===== config.mk =====
export PLATFORM = sky130hd
export DESIGN_NAME = peripheral_pin_router
export DESIGN_NICKNAME = d
export VERILOG_FILES = /design/src/hdl/route_lock_pkg.sv /design/src/hdl/peripheral_pin_router.sv /design/src/hdl/route_sel_reg.sv
export SDC_FILE = /design/constraint.sdc
export NUM_CORES = 1
export LEC_CHECK = 0
export BUFFER_PORTS_ARGS = -buffer_cell sky130_fd_sc_hd__buf_2
export CORE_AREA = 2 2 108 110
export CTS_CLUSTER_SIZE = 28
export DETAILED_ROUTE_END_ITERATION = 16
export DIE_AREA = 0 0 110 112
export RECOVER_POWER = 25
export SETUP_SLACK_MARGIN = 0.4
export SLEW_MARGIN = 20
export SYNTH_ARGS = -nofsm -noshare
export SYNTH_HDL_FRONTEND = slang
export SYNTH_HIERARCHICAL = 1
export SYNTH_SLANG_ARGS = --single-unit

===== constraint.sdc =====
create_clock -name i_clk_sys -period 1.5 [get_ports i_clk_sys]
set_input_delay 0.15 -clock i_clk_sys [delete_from_list [all_inputs] [get_ports i_clk_sys]]
set_output_delay 0.15 -clock i_clk_sys [all_outputs]
set_load 0.02 [all_outputs]

===== src/hdl/route_lock_pkg.sv =====
// Package: constants and carrier types of the peripheral pin router lock block
package route_lock_pkg;
	localparam logic [7:0] KEY_FIRST      = 8'h55;
	localparam logic [7:0] KEY_SECOND     = 8'haa;
	localparam int         LOCK_BIT_POS   = 0;
	localparam int         SEL_WIDTH      = 5;
	localparam int         N_INPUTS       = 8;
	localparam int         N_OUTPUTS      = 8;
	localparam logic [SEL_WIDTH-1:0] IN_SEL_DEFAULT  = 5'h00;
	localparam logic [SEL_WIDTH-1:0] OUT_SEL_DEFAULT = 5'h00;
	localparam logic       LOCK_RESET     = 1'b0;

	// Internal bus write toward the block
	typedef struct packed {
		logic                         wr;
		logic                         is_lock;   // Target is the lock control register
		logic                         is_in;     // Target is an input routing selection
		logic                         is_out;    // Target is an output routing selection
		logic [3:0]                   idx;
		logic [7:0]                   data;
	} bus_wr_t;

	typedef enum logic [1:0] {
		SEQ_IDLE = 2'b00,
		SEQ_KEY1 = 2'b01,
		SEQ_KEY2 = 2'b10
	} seq_state_t;
endpackage


===== src/hdl/peripheral_pin_router.sv =====
// Peripheral pin router lock: routing selections, unlock sequence and one-shot lock
//
// Function
// - While the lock bit is set, writes to every input and output routing selection are ignored.
// - While the lock bit is clear, writes to the input and output routing selections are taken.
// - The lock bit changes only on the write right after 0x55 then 0xaa to the lock control register.
// - With the one-shot fuse set, the lock bit may be cleared once and set once per reset.
// - With the one-shot fuse set, once set again after init the lock bit stays set until reset.
// - Sleep entry or exit never changes a routing selection.
// - Power-on reset returns every routing selection to its default.
// - Any other reset leaves all routing selections unchanged.
`timescale 1ns/1ps
`default_nettype none
module peripheral_pin_router
	import route_lock_pkg::*;
#(
	parameter int N_IN  = route_lock_pkg::N_INPUTS,
	parameter int N_OUT = route_lock_pkg::N_OUTPUTS,
	parameter int SW    = route_lock_pkg::SEL_WIDTH
) (
	input  wire logic                     i_clk_sys,   // System clock, 25 MHz
	input  wire logic                     i_srst,      // Any device reset, sync, high
	input  wire logic                     i_por,       // Power-on reset, sync, high
	input  wire logic                     i_fuse_one_shot, // One-shot lock fuse
	input  wire logic                     i_sleep,     // Device in Sleep
	input  wire route_lock_pkg::bus_wr_t  i_bus,       // Internal bus write
	output logic                          o_route_lock_bit, // Lock state
	output logic [N_IN*SW-1:0]            o_in_sel,    // Input routing selections
	output logic [N_OUT*SW-1:0]           o_out_sel    // Output routing selections
);
	import route_lock_pkg::*;

	// ----------------------------------------------------------------
	// State
	// ----------------------------------------------------------------
	// The two flags spend the one-shot budget; they are kept even with the fuse
	// intact so that their meaning never depends on when the fuse is read
	typedef struct packed {
		seq_state_t seq;
		logic       lock;
		logic       cleared_once;
		logic       set_once;
	} lock_state_t;

	lock_state_t st_ff;
	lock_state_t nxt_st;
	logic        rst_any;
	logic        lock_wr;
	logic        sel_ok;
	logic        want;
	logic        allow;

	// Either reset restarts the key sequence and refills the one-shot budget;
	// only power-on reaches the selection registers, so other resets keep the map
	assign rst_any = i_srst | i_por;
	assign lock_wr = i_bus.wr & i_bus.is_lock;
	assign want    = i_bus.data[LOCK_BIT_POS];

	// ----------------------------------------------------------------
	// Unlock sequence and lock bit
	// ----------------------------------------------------------------
	always_comb begin
		nxt_st = st_ff;
		allow  = 1'b0;
		if (rst_any) begin
			nxt_st.seq          = SEQ_IDLE;
			nxt_st.lock         = LOCK_RESET;
			nxt_st.cleared_once = 1'b0;
			nxt_st.set_once     = 1'b0;
		end else if (i_bus.wr) begin
			unique case (st_ff.seq)
				SEQ_IDLE: begin
					nxt_st.seq = (lock_wr && i_bus.data == KEY_FIRST) ? SEQ_KEY1 : SEQ_IDLE;
				end
				SEQ_KEY1: begin
					// Wrong value or other target restarts; a fresh first key re-arms
					if (lock_wr && i_bus.data == KEY_SECOND) begin
						nxt_st.seq = SEQ_KEY2;
					end else if (lock_wr && i_bus.data == KEY_FIRST) begin
						nxt_st.seq = SEQ_KEY1;
					end else begin
						nxt_st.seq = SEQ_IDLE;
					end
				end
				SEQ_KEY2: begin
					nxt_st.seq = SEQ_IDLE;
					if (lock_wr) begin
						// One clear and one set per reset when the fuse is blown
						// A set while already locked changes nothing and spends nothing
						// Lock resets clear, so with the fuse blown a clear before the set is a no-op
						if (!i_fuse_one_shot) begin
							allow = 1'b1;
						end else if (want) begin
							allow = !st_ff.set_once;
						end else begin
							allow = !st_ff.cleared_once && !st_ff.set_once;
						end
						if (allow) begin
							nxt_st.lock = want;
							if (want != st_ff.lock && want) begin
								nxt_st.set_once = 1'b1;
							end
							if (want != st_ff.lock && !want) begin
								nxt_st.cleared_once = 1'b1;
							end
						end
					end
				end
				default: nxt_st.seq = SEQ_IDLE;
			endcase
		end
	end

	always_ff @(posedge i_clk_sys) begin
		st_ff <= nxt_st;
	end

	assign o_route_lock_bit = st_ff.lock;

	// ----------------------------------------------------------------
	// Routing selections
	// ----------------------------------------------------------------
	// Sleep is not an input to the write gate, so selections hold through it
	assign sel_ok = i_bus.wr && !st_ff.lock && !rst_any;

	for (genvar g = 0; g < N_IN; g++) begin : g_in
		route_sel_reg #(.W(SW), .RSTV(IN_SEL_DEFAULT[SW-1:0])) u_sel (
			.i_clk_sys (i_clk_sys),
			.i_por     (i_por),
			.i_we      (sel_ok && i_bus.is_in && i_bus.idx == 4'(g)),
			.i_d       (i_bus.data[SW-1:0]),
			.o_q       (o_in_sel[g*SW +: SW])
		);
	end

	for (genvar g = 0; g < N_OUT; g++) begin : g_out
		route_sel_reg #(.W(SW), .RSTV(OUT_SEL_DEFAULT[SW-1:0])) u_sel (
			.i_clk_sys (i_clk_sys),
			.i_por     (i_por),
			.i_we      (sel_ok && i_bus.is_out && i_bus.idx == 4'(g)),
			.i_d       (i_bus.data[SW-1:0]),
			.o_q       (o_out_sel[g*SW +: SW])
		);
	end

	// ----------------------------------------------------------------
	// Checks
	// ----------------------------------------------------------------
	a_locked_hold: assert property (@(posedge i_clk_sys) disable iff (i_por)
		st_ff.lock && !i_srst |=> $stable(o_in_sel) && $stable(o_out_sel))
		else $error("selection changed while locked");
	a_unlocked_write: assert property (@(posedge i_clk_sys) disable iff (rst_any)
		!st_ff.lock && i_bus.wr && i_bus.is_in && i_bus.idx == 4'h0
		|=> o_in_sel[SW-1:0] == $past(i_bus.data[SW-1:0]))
		else $error("unlocked write not taken");
	a_lock_needs_key: assert property (@(posedge i_clk_sys) disable iff (rst_any)
		st_ff.seq != SEQ_KEY2 |=> $stable(st_ff.lock))
		else $error("lock changed without key sequence");
	a_one_shot_set: assert property (@(posedge i_clk_sys) disable iff (rst_any)
		i_fuse_one_shot && st_ff.set_once |-> st_ff.lock)
		else $error("one-shot lock cleared after final set");
	a_one_shot_count: assert property (@(posedge i_clk_sys) disable iff (rst_any)
		i_fuse_one_shot && st_ff.set_once && st_ff.seq == SEQ_KEY2 && lock_wr && !want |=> st_ff.lock)
		else $error("one-shot clear repeated");
	a_sleep_stable: assert property (@(posedge i_clk_sys) disable iff (rst_any)
		$changed(i_sleep) && !i_bus.wr |=> $stable(o_out_sel))
		else $error("sleep changed a selection");
	a_reset_keeps: assert property (@(posedge i_clk_sys)
		i_srst && !i_por |=> $stable(o_in_sel) && $stable(o_out_sel))
		else $error("non power-on reset changed selection");
	a_seq_restart: assert property (@(posedge i_clk_sys) disable iff (rst_any)
		st_ff.seq == SEQ_KEY1 && i_bus.wr && !i_bus.is_lock |=> st_ff.seq == SEQ_IDLE)
		else $error("sequence not restarted");

	// ----------------------------------------------------------------
	// Checks: write gate, key sequence and one-shot budget
	// ----------------------------------------------------------------
	a_sleep_in: assert property (@(posedge i_clk_sys) disable iff (rst_any)
		$changed(i_sleep) && !i_bus.wr |=> $stable(o_in_sel))
		else $error("sleep changed an input selection");
	a_locked_in_drop: assert property (@(posedge i_clk_sys) disable iff (rst_any)
		st_ff.lock && i_bus.wr && i_bus.is_in |=> $stable(o_in_sel))
		else $error("locked input selection write taken");
	a_locked_out_drop: assert property (@(posedge i_clk_sys) disable iff (rst_any)
		st_ff.lock && i_bus.wr && i_bus.is_out |=> $stable(o_out_sel))
		else $error("locked output selection write taken");
	a_unlocked_out: assert property (@(posedge i_clk_sys) disable iff (rst_any)
		!st_ff.lock && i_bus.wr && i_bus.is_out && i_bus.idx == 4'(N_OUT-1)
		|=> o_out_sel[(N_OUT-1)*SW +: SW] == $past(i_bus.data[SW-1:0]))
		else $error("unlocked output write not taken");
	a_unlocked_last_in: assert property (@(posedge i_clk_sys) disable iff (rst_any)
		!st_ff.lock && i_bus.wr && i_bus.is_in && i_bus.idx == 4'(N_IN-1)
		|=> o_in_sel[(N_IN-1)*SW +: SW] == $past(i_bus.data[SW-1:0]))
		else $error("unlocked input write not taken");
	a_key1_arm: assert property (@(posedge i_clk_sys) disable iff (rst_any)
		st_ff.seq == SEQ_IDLE && lock_wr && i_bus.data == KEY_FIRST |=> st_ff.seq == SEQ_KEY1)
		else $error("first key not taken");
	a_key2_arm: assert property (@(posedge i_clk_sys) disable iff (rst_any)
		st_ff.seq == SEQ_KEY1 && lock_wr && i_bus.data == KEY_SECOND |=> st_ff.seq == SEQ_KEY2)
		else $error("second key not taken");
	a_lock_follows: assert property (@(posedge i_clk_sys) disable iff (rst_any)
		st_ff.seq == SEQ_KEY2 && lock_wr && !i_fuse_one_shot |=> st_ff.lock == $past(want))
		else $error("lock write after keys not taken");
	a_key1_idle: assert property (@(posedge i_clk_sys) disable iff (rst_any)
		st_ff.seq == SEQ_KEY1 && !i_bus.wr |=> st_ff.seq == SEQ_KEY1)
		else $error("idle cycle dropped the first key");
	a_key2_done: assert property (@(posedge i_clk_sys) disable iff (rst_any)
		st_ff.seq == SEQ_KEY2 && i_bus.wr |=> st_ff.seq == SEQ_IDLE)
		else $error("sequence not closed after lock write");
	a_wrong_key: assert property (@(posedge i_clk_sys) disable iff (rst_any)
		st_ff.seq == SEQ_KEY1 && lock_wr && i_bus.data != KEY_SECOND && i_bus.data != KEY_FIRST
		|=> st_ff.seq == SEQ_IDLE)
		else $error("wrong second key not refused");
	a_key1_rearm: assert property (@(posedge i_clk_sys) disable iff (rst_any)
		st_ff.seq == SEQ_KEY1 && lock_wr && i_bus.data == KEY_FIRST |=> st_ff.seq == SEQ_KEY1)
		else $error("repeated first key not re-armed");
	a_stray_target: assert property (@(posedge i_clk_sys) disable iff (rst_any)
		st_ff.seq == SEQ_KEY2 && i_bus.wr && !i_bus.is_lock |=> $stable(st_ff.lock))
		else $error("write elsewhere changed the lock");
	a_reset_clears: assert property (@(posedge i_clk_sys)
		rst_any |=> st_ff.lock == LOCK_RESET && st_ff.seq == SEQ_IDLE
		&& !st_ff.set_once && !st_ff.cleared_once)
		else $error("reset did not refill lock state");
	a_one_shot_first: assert property (@(posedge i_clk_sys) disable iff (rst_any)
		i_fuse_one_shot && !st_ff.set_once && st_ff.seq == SEQ_KEY2 && lock_wr && want |=> st_ff.lock)
		else $error("first one-shot set refused");
endmodule
`default_nettype wire


===== src/hdl/route_sel_reg.sv =====
// One routing selection register, kept across all resets but power-on
`timescale 1ns/1ps
`default_nettype none
module route_sel_reg #(
	parameter int                    W     = 5,
	parameter logic [W-1:0]          RSTV  = '0
) (
	input  wire logic         i_clk_sys,  // System clock
	input  wire logic         i_por,      // Power-on reset
	input  wire logic         i_we,       // Accepted write
	input  wire logic [W-1:0] i_d,        // New selection
	output logic      [W-1:0] o_q         // Current selection
);
	typedef struct packed {
		logic [W-1:0] sel;
	} sel_state_t;

	sel_state_t st_ff;
	sel_state_t nxt_st;

	always_comb begin
		nxt_st = st_ff;
		if (i_por) begin
			nxt_st.sel = RSTV;
		end else if (i_we) begin
			nxt_st.sel = i_d;
		end
	end

	// Only power-on reset is wired here; other resets never reach it
	always_ff @(posedge i_clk_sys) begin
		st_ff <= nxt_st;
	end

	assign o_q = st_ff.sel;

	a_por_default: assert property (@(posedge i_clk_sys) i_por |=> o_q == RSTV)
		else $error("selection not defaulted after power-on reset");
endmodule
`default_nettype wire

==> results of run 1 <==
==> registers in the layout, summed over array words and instances, names as in the netlist <==
name	count
g_in.u_sel/o_q	40
g_out.u_sel/o_q	40
o_route_lock_bit	1
st_ff	4
==> cells by family (layout without fill, tap and decap cells) <==
group	count (synthesis)	count (layout)	synth area share, %
AND/OR/NAND/NOR	123	123	16.8
multiplexers	80	80	24.4
flip-flops	85	85	51.8
buffers and inverters	18	144	5.71
AO/OA/AOI/OAI	7	7	1.33
==> per-layer routing <==
metal / vias to the layer above / global-route usage [%] / part of all wire [%]
li1: 1301 / - / -
met5: - / 0 / 0
met4: 0 / 4.30 / 1.1
met1: 1207 / 19.8 / 47
met2: 64 / 22.8 / 46
met3: 9 / 5.74 / 6.4
==> timing repair <==
| action | in CTS | in global routing |
|---|---|---|
| resized for setup | 8 | 24 |
| setup endpoints to repair | 81 | 82 |
| endpoints found under the hold margin | 0 | 0 |
| setup buffers | 0 | 2 |
| pin swaps | 4 | 18 |
==> worst max-delay path by stage <==
stage	end	slack, ns
3_5_place_dp	g_in[0].u_sel/o_q[4]$_SDFFE_PP0P_	-0.11
2_1_floorplan	g_in[0].u_sel/o_q[0]$_SDFFE_PP0P_	0.04
4_1_cts	g_in[0].u_sel/o_q[4]$_SDFFE_PP0P_	-0.08
6_report	g_in[0].u_sel/o_q[4]$_SDFFE_PP0P_	-0.07
5_1_grt	g_out[0].u_sel/o_q[2]$_SDFFE_PP0P_	-0.17
3_3_place_gp	g_in[0].u_sel/o_q[0]$_SDFFE_PP0P_	-0.1
==> metrics by stage <==
stage | total power [mW] | cell area (um^2) | util [%] | instances
final | 4.62 | 4440 | 39.8 | 582
after global routing | 4.81 | 4440 | 39.8 | 582
after CTS | 4.68 | 4350 | 38.9 | 580
after detailed placement | 2.52 | 4040 | 36.1 | 566
after global placement | 2.52 | 4040 | 36.1 | 566
after floorplan | 2.36 | 3330 | - | 313
==> layout by cell type, fill, tap and decap left out, drive strengths merged, types with 2 or more instances in the layout <==
cell type  count
buf          109
nor2          96
dfxtp         85
mux2i         80
clkbuf        31
nand3          6
nand2b         4
nor3           4
nand2          2
nor4bb         2
and3b          2
a21oi          2
and4b          2
a31oi          2
inv            2
==> final cells by class <==
cell class	instances	share of cell area, %
timing repair buffer	128	16.9
clock inverter	2	0.788
inverter	2	0.169
tap	143	4.03
multi-input combinational	210	34.2
clock buffer	12	5.55
sequential	85	38.4
==> where the power goes <==
| group | switching (mW) | internal [mW] | total [mW] |
|---|---|---|---|
| Sequential | 0.00244 | 2.26 | 2.26 |
| Combinational | 0.155 | 0.0679 | 0.223 |
| Clock | 0.823 | 1.31 | 2.14 |
==> worst min-delay path, cell delays in order <==
cell,delay [ns]
buf_2,0.09
nor4bb_1,0.04
nand3_1,0.07
a21oi_1,0.06
==> metrics.txt, run 1 <==
setup TNS -1.44 ns; clk slew on worst S/H paths 0.06 ns; CP max stage delay 0.35 ns; average size of a mapped cell 10.5 um^2; Buf/Inv on CP 2; P_leak 1.76 nW; CTS max path bufs 2; CP max stage cell dfxtp_4; Layout Nets 457; H-tree depth 3; Pwr Density 1040 nW/um^2; first-pass GRT wire length 13700 um; Worst Skew 0.00309 ns; ys async rst share 0%; RD Place Congestion 0.690; largest net degree at the start of global routing 55; Post-synth EDFFs 0; warnings from Yosys 6; WP data required 1.72 ns; TritonRoute pass-1 iters 4; Synth-to-Final Area Change 35.3%; vias post-DR 2581; area of the multi-input gates 1520 um^2; Slew headroom 75.0%; Tightest Pin Transition 0.373 ns; CTS Buf Count 9; initial antenna violation count 0; ant diodes 0; syn_nets 334; Hold Crit Class input pin to register; Die X 110 um; area taken by flip-flops and latches 1710 um^2; largest area contributor in the netlist dfxtp_1; worst-path fanout max 5; worst setup margin -0.0677 ns; Crit path arrival time 1.78 ns; crit path kind register to register; port bufs 100; TritonCTS clock tree done; Final setup viols 54; Rows 39; Filler Cells Inserted 1143; status finished with violations; worst path cell trace nor4b_4 -> buf_6 -> nand3_4 -> nor3_4 -> buf_6 -> mux2i_1 -> nor2_1; Mapped Area 3280 um^2; startpoint type of the worst setup path register; Synth Flop Type dfxtp_1; crit path from o_route_lock_bit$_SDFFE_PP0P_; initial core utilization 29.4%; Synth area leaders dfxtp_1 (52%), mux2i_1 (24%), nor2_1 (11%), buf_6 (5.5%), nand3_1 (0.91%); FF-to-FF path depth 7; Overflow after GRT 0; WL/cell 15.3 um; die height 112 um; flop2flop setup slack -0.07 ns; RR Startpoint o_route_lock_bit$_SDFFE_PP0P_; top-area cell type share of the netlist area 51.8%; vias in the first global route 2533; Root Buffer clkbuf_16; Via density 4.43; fin crit share 105%; Yosys reg bits 85; dpl hpwl 6350 um; Seq/Total Area, Yosys 51.8%; WHS Path Cells 4; Hold Fails Final Rpt 0; most used cell along the critical path buf_6; Max Cap Viol 0; Final Slew Violations 0; pre-CTS WS -0.110 ns; sink of the worst hold path st_ff[3]$_SDFFE_PP0P_; CP Capture Type register; most frequent cell after synthesis nor2_1; crit-path leading delay family simple AND/OR/NAND/NOR gates; final antenna-violating net count 0; GRT Total Usage 15.0%; Yosys cell types 22; DRC 0; hold path start i_bus[7]; drt total wl 8890 um; fmax 638 MHz; Sink Count 85; first-iteration detailed-routing DRC count 125; Critical Path Stages 7; IO Count 102; CTS hold repair buffers 0; list of most frequent post-synthesis cells nor2_1 (96), dfxtp_1 (85), mux2i_1 (80), buf_6 (16), nand3_1 (6); core box area 11200 um^2; WHS 0.129 ns; failing checks negative setup slack; Post-Syn Instances 313; die area 12300 um^2; reg2reg end g_in[0].u_sel/o_q[4]$_SDFFE_PP0P_; share of post-route cells with drive strength above 1 31.7%; worst skew pair latency 0.33 ns; minimum clock period 1.57 ns; VDD IR max 450 uV; unrepaired setup endpoints after global routing yes
Power figures use the tool's default switching activity.
==> inputs of run 2 (changes only) <==
--- a/config.mk
+++ b/config.mk
@@ -6,7 +6,9 @@
 export NUM_CORES = 1
 export LEC_CHECK = 0
 export BUFFER_PORTS_ARGS = -buffer_cell sky130_fd_sc_hd__buf_2
+export CAP_MARGIN = 10
 export CORE_AREA = 2 2 108 110
+export CTS_BUF_LIST = sky130_fd_sc_hd__clkbuf_4 sky130_fd_sc_hd__clkbuf_8 sky130_fd_sc_hd__clkbuf_16
 export CTS_CLUSTER_SIZE = 28
 export DETAILED_ROUTE_END_ITERATION = 16
 export DIE_AREA = 0 0 110 112
==> constraint.sdc (replaced) <==
create_clock -name i_clk_sys -period 1.41 [get_ports i_clk_sys]
set_input_delay 0.141 -clock i_clk_sys [delete_from_list [all_inputs] [get_ports i_clk_sys]]
set_output_delay 0.141 -clock i_clk_sys [all_outputs]
set_load 0.02 [all_outputs]
==> metrics.txt, run 2 (same netlist as run 1, synthesis figures left out) <==
share of post-route cells with drive strength above 1 35.0%; worst-path fanout max 5; largest net degree at the start of global routing 42; first-iteration detailed-routing DRC count 116; Slew headroom 71.5%; clk slew on worst S/H paths 0.05 ns; port bufs 100; drt total wl 8810 um; Overflow after GRT 0; WL/cell 15.0 um; Via density 4.43; Sink Count 85; Layout Nets 460; GRT Total Usage 14.7%; TritonCTS clock tree done; Buf/Inv on CP 2; fmax 630 MHz; area taken by flip-flops and latches 1710 um^2; flop2flop setup slack -0.18 ns; Tightest Pin Transition 0.428 ns; crit-path leading delay family simple AND/OR/NAND/NOR gates; crit path from o_route_lock_bit$_SDFFE_PP0P_; VDD IR max 453 uV; die area 12300 um^2; Die X 110 um; Hold Crit Class input pin to register; worst setup margin -0.178 ns; core box area 11200 um^2; initial core utilization 29.4%; Rows 39; CP max stage delay 0.35 ns; Hold Fails Final Rpt 0; CP max stage cell dfxtp_4; CTS Buf Count 9; failing checks negative setup slack; die height 112 um; worst path cell trace nor4b_4 -> buf_6 -> nand3_4 -> nor3_2 -> buf_4 -> mux2i_1 -> nor2_1; leading cell type in the layout, fill and taps excluded nor2_1; status finished with violations; RR Startpoint o_route_lock_bit$_SDFFE_PP0P_; crit path to g_in[4].u_sel/o_q[1]$_SDFFE_PP0P_; WP data required 1.61 ns; highest-count cells in the layout ignoring fill and taps nor2_1 (87), dfxtp_1 (80), mux2i_1 (79), buf_2 (60), buf_4 (37); minimum clock period 1.59 ns; fin crit share 113%; WHS 0.130 ns; unrepaired setup endpoints after global routing yes; Root Buffer clkbuf_16; Max Cap Viol 0; Crit path arrival time 1.79 ns; dpl hpwl 6280 um; H-tree depth 3; Worst Skew 0.00443 ns; vias in the first global route 2540; IO Count 102; area of the multi-input gates 1520 um^2; Filler Cells Inserted 1138; dpl cell area 4020 um^2; Final Cell Area 4520 um^2; vias post-DR 2594; RD Place Congestion 0.721; final antenna-violating net count 0; CP Capture Type register; WHS Path Cells 4; Final Slew Violations 0; ant diodes 0; first-pass GRT wire length 13600 um; reg2reg end g_in[4].u_sel/o_q[1]$_SDFFE_PP0P_; initial antenna violation count 0; CTS max path bufs 2; TritonRoute pass-1 iters 4; Pwr Density 1080 nW/um^2; startpoint type of the worst setup path register; crit path kind register to register; Synth-to-Final Area Change 37.6%; worst skew pair latency 0.33 ns; P_leak 1.77 nW; DRC 0; Final setup viols 80; FF-to-FF path depth 7; Critical Path Stages 7
-- run 2: worst reg2reg max path, cell delays in order (launching register included) --
cell and delay, ns:
dfxtp_4 0.35, nor4b_4 0.23, buf_6 0.18, nand3_4 0.10, nor3_2 0.18, buf_4 0.18, mux2i_1 0.19, nor2_1 0.06
-- run 2: how the worst min path moves through the flow --
stage | start | endpoint | slack [ns]
floorplan | i_por | g_in[0].u_sel/o_q[0]$_SDFFE_PP0P_ | 0.21
global placement | i_bus[5] | st_ff[3]$_SDFFE_PP0P_ | 0.45
detailed placement | i_bus[5] | st_ff[3]$_SDFFE_PP0P_ | 0.47
CTS | i_bus[5] | st_ff[3]$_SDFFE_PP0P_ | 0.13
global route | i_bus[5] | st_ff[3]$_SDFFE_PP0P_ | 0.15
finish | i_bus[5] | st_ff[3]$_SDFFE_PP0P_ | 0.13
-- run 2: report_power, final --
part	leakage [nW]	switching [mW]	internal (mW)
Clock	0.146	0.860	1.36
Combinational	0.941	0.159	0.0714
Sequential	0.687	0.00278	2.40
Total	1.77	1.02	3.84
-- run 2: area by class of cell --
class,instances,share of cell area [%]
clock buffer,14,6.23
tap,143,3.96
inverter,2,0.166
clock inverter,1,0.111
sequential,85,37.8
multi-input combinational,210,33.6
timing repair buffer,131,18.1
-- run 2: through the flow --
stage / worst slack [ns] / utilization (%) / TNS, ns / instances / power, mW
after floorplan: -0.0474 / - / -3.03 / 313 / 2.51
after global placement: -0.283 / 36.0 / -18.58 / 566 / 2.67
after detailed placement: -0.289 / 36.0 / -19.33 / 566 / 2.68
after CTS: -0.178 / 39.5 / -11.04 / 584 / 4.94
after global routing: -0.317 / 40.5 / -17.65 / 586 / 5.06
final: -0.178 / 40.5 / -9.33 / 586 / 4.86
-- run 2: metal layers --
| metal | up-vias | part of all wire [%] | track usage, % |
|---|---|---|---|
| li1 | 1306 | - | - |
| met1 | 1213 | 47 | 19.9 |
| met2 | 65 | 46 | 22.1 |
| met3 | 10 | 6.1 | 4.57 |
| met4 | 0 | 1.2 | 5.06 |
| met5 | - | 0 | 0 |
-- run 2: what timing repair did --
| action | CTS | global route |
|---|---|---|
| endpoints found under the setup margin | 83 | 106 |
| gates resized for setup | 19 | 45 |
| pin swaps | 3 | 8 |
| hold buffers | 0 | 0 |
| setup buffers | 3 | 2 |
==> inputs of run 3 (changes only) <==
--- a/config.mk
+++ b/config.mk
@@ -8,7 +8,7 @@
 export BUFFER_PORTS_ARGS = -buffer_cell sky130_fd_sc_hd__buf_2
 export CAP_MARGIN = 10
 export CORE_AREA = 2 2 108 110
-export CTS_BUF_LIST = sky130_fd_sc_hd__clkbuf_4 sky130_fd_sc_hd__clkbuf_8 sky130_fd_sc_hd__clkbuf_16
+export CTS_BUF_LIST = sky130_fd_sc_hd__clkbuf_16
 export CTS_CLUSTER_SIZE = 28
 export DETAILED_ROUTE_END_ITERATION = 16
 export DIE_AREA = 0 0 110 112
==> metrics.txt, run 3 (same netlist as run 1, synthesis figures left out) <==
CTS hold repair buffers 0; worst path cell trace nor4b_4 -> buf_6 -> nand3_4 -> nor3_2 -> buf_4 -> mux2i_1 -> nor2_1; DRC 0; Pwr Density 1030 nW/um^2; ant diodes 0; Rows 39; Total Power 4.64 mW; fmax 630 MHz; TritonRoute pass-1 iters 4; CP max stage cell dfxtp_4; fin crit share 113%; final std cells w/o fill 586; Slew headroom 71.6%; Sink Count 85; IO Count 102; vias post-DR 2606; initial core utilization 29.4%; first-pass GRT wire length 13600 um; area taken by flip-flops and latches 1720 um^2; crit-path leading delay family simple AND/OR/NAND/NOR gates; clk slew on worst S/H paths 0.05 ns; final antenna-violating net count 0; dpl hpwl 6280 um; worst setup margin -0.178 ns; leading cell type in the layout, fill and taps excluded nor2_1; placed cells 566; crit path kind register to register; Crit path arrival time 1.79 ns; Tightest Pin Transition 0.426 ns; WL/cell 15.1 um; Via density 4.45; initial antenna violation count 0; RD Place Congestion 0.721; port bufs 100; Final setup viols 80; status finished with violations; Max Cap Viol 0; worst-path fanout max 5; Filler Cells Inserted 1141; Final Slew Violations 0; first-iteration detailed-routing DRC count 126; largest net degree at the start of global routing 42; unrepaired setup endpoints after global routing yes; die height 112 um; Synth-to-Final Area Change 36.8%; CP Capture Type register; Buf/Inv on CP 2; worst skew pair latency 0.33 ns; startpoint type of the worst setup path register; Worst Skew 0.00430 ns; minimum clock period 1.59 ns; highest-count cells in the layout ignoring fill and taps nor2_1 (87), mux2i_1 (79), dfxtp_1 (76), buf_2 (56), buf_4 (41); Hold Fails Final Rpt 0; Root Buffer clkbuf_16; core box area 11200 um^2; CP max stage delay 0.35 ns; Hold Crit Class input pin to register; CTS max path bufs 2; share of post-route cells with drive strength above 1 34.8%; GRT Total Usage 14.9%; CTS Buf Count 9; Die X 110 um; WP data required 1.61 ns; P_leak 1.76 nW; die area 12300 um^2; failing checks negative setup slack; area of the multi-input gates 1510 um^2; vias in the first global route 2522; H-tree depth 3; drt total wl 8850 um; VDD IR max 433 uV; Layout Nets 460; Overflow after GRT 0; TritonCTS clock tree done
## run 3: what timing repair did
item	CTS	global route
gates resized for setup	19	57
hold endpoints to repair	0	0
setup buffers	3	2
pin swaps	3	8
setup endpoints to repair	83	116
## run 3: stage by stage
step	setup WS, ns	TNS (ns)	area (um^2)	hold slack, ns	util, %
2_1_floorplan	-0.0474	-3.03	3330	0.213	-
3_3_place_gp	-0.283	-18.58	4020	0.454	36.0
3_5_place_dp	-0.289	-19.33	4020	0.473	36.0
4_1_cts	-0.178	-11.08	4370	0.126	39.1
5_1_grt	-0.317	-17.34	4490	0.142	40.2
6_report	-0.178	-9.01	4490	0.127	40.2
## run 3: cell type report
type | instances | area share, %
clock buffers | 9 | 5.01
clock inverters | 6 | 0.529
inverters | 2 | 0.167
multi-input cells | 210 | 33.7
flip-flops and latches | 85 | 38.2
well taps | 143 | 3.98
repair buffers | 131 | 18.4
## run 3: path summary, 6_finish.rpt
kind / start / endpoint / slack (ns) / cells after the start
worst max-delay path: o_route_lock_bit$_SDFFE_PP0P_ / g_in[4].u_sel/o_q[1]$_SDFFE_PP0P_ / -0.18 / 7
worst min-delay path: i_bus[5] / st_ff[3]$_SDFFE_PP0P_ / 0.13 / 4
worst max register to register: o_route_lock_bit$_SDFFE_PP0P_ / g_in[4].u_sel/o_q[1]$_SDFFE_PP0P_ / -0.18 / 7
worst min register to register: st_ff[4]$_SDFFE_PP0P_ / st_ff[4]$_SDFFE_PP0P_ / 0.49 / 2
## run 3: metal layers
| layer | wire [um] | global-route usage (%) |
|---|---|---|
| met5 | 0 | 0 |
| met4 | 106 | 4.56 |
| met1 | 4140 | 20.1 |
| met2 | 4010 | 22.0 |
| met3 | 592 | 5.44 |
## run 3: tightest hold or removal path: cells and delay by family
family	cells	cell delay [ns]
simple gates	2	0.12
buf+inv	1	0.09
compound gates	1	0.06
## run 3: power breakdown
| group | leakage [nW] | internal, mW | switching [mW] | total [mW] |
|---|---|---|---|---|
| clock | 0.130 | 1.15 | 0.858 | 2.01 |
| combinational | 0.941 | 0.0715 | 0.159 | 0.230 |
| sequential | 0.689 | 2.40 | 0.00279 | 2.41 |
| total | 1.76 | 3.62 | 1.02 | 4.64 |
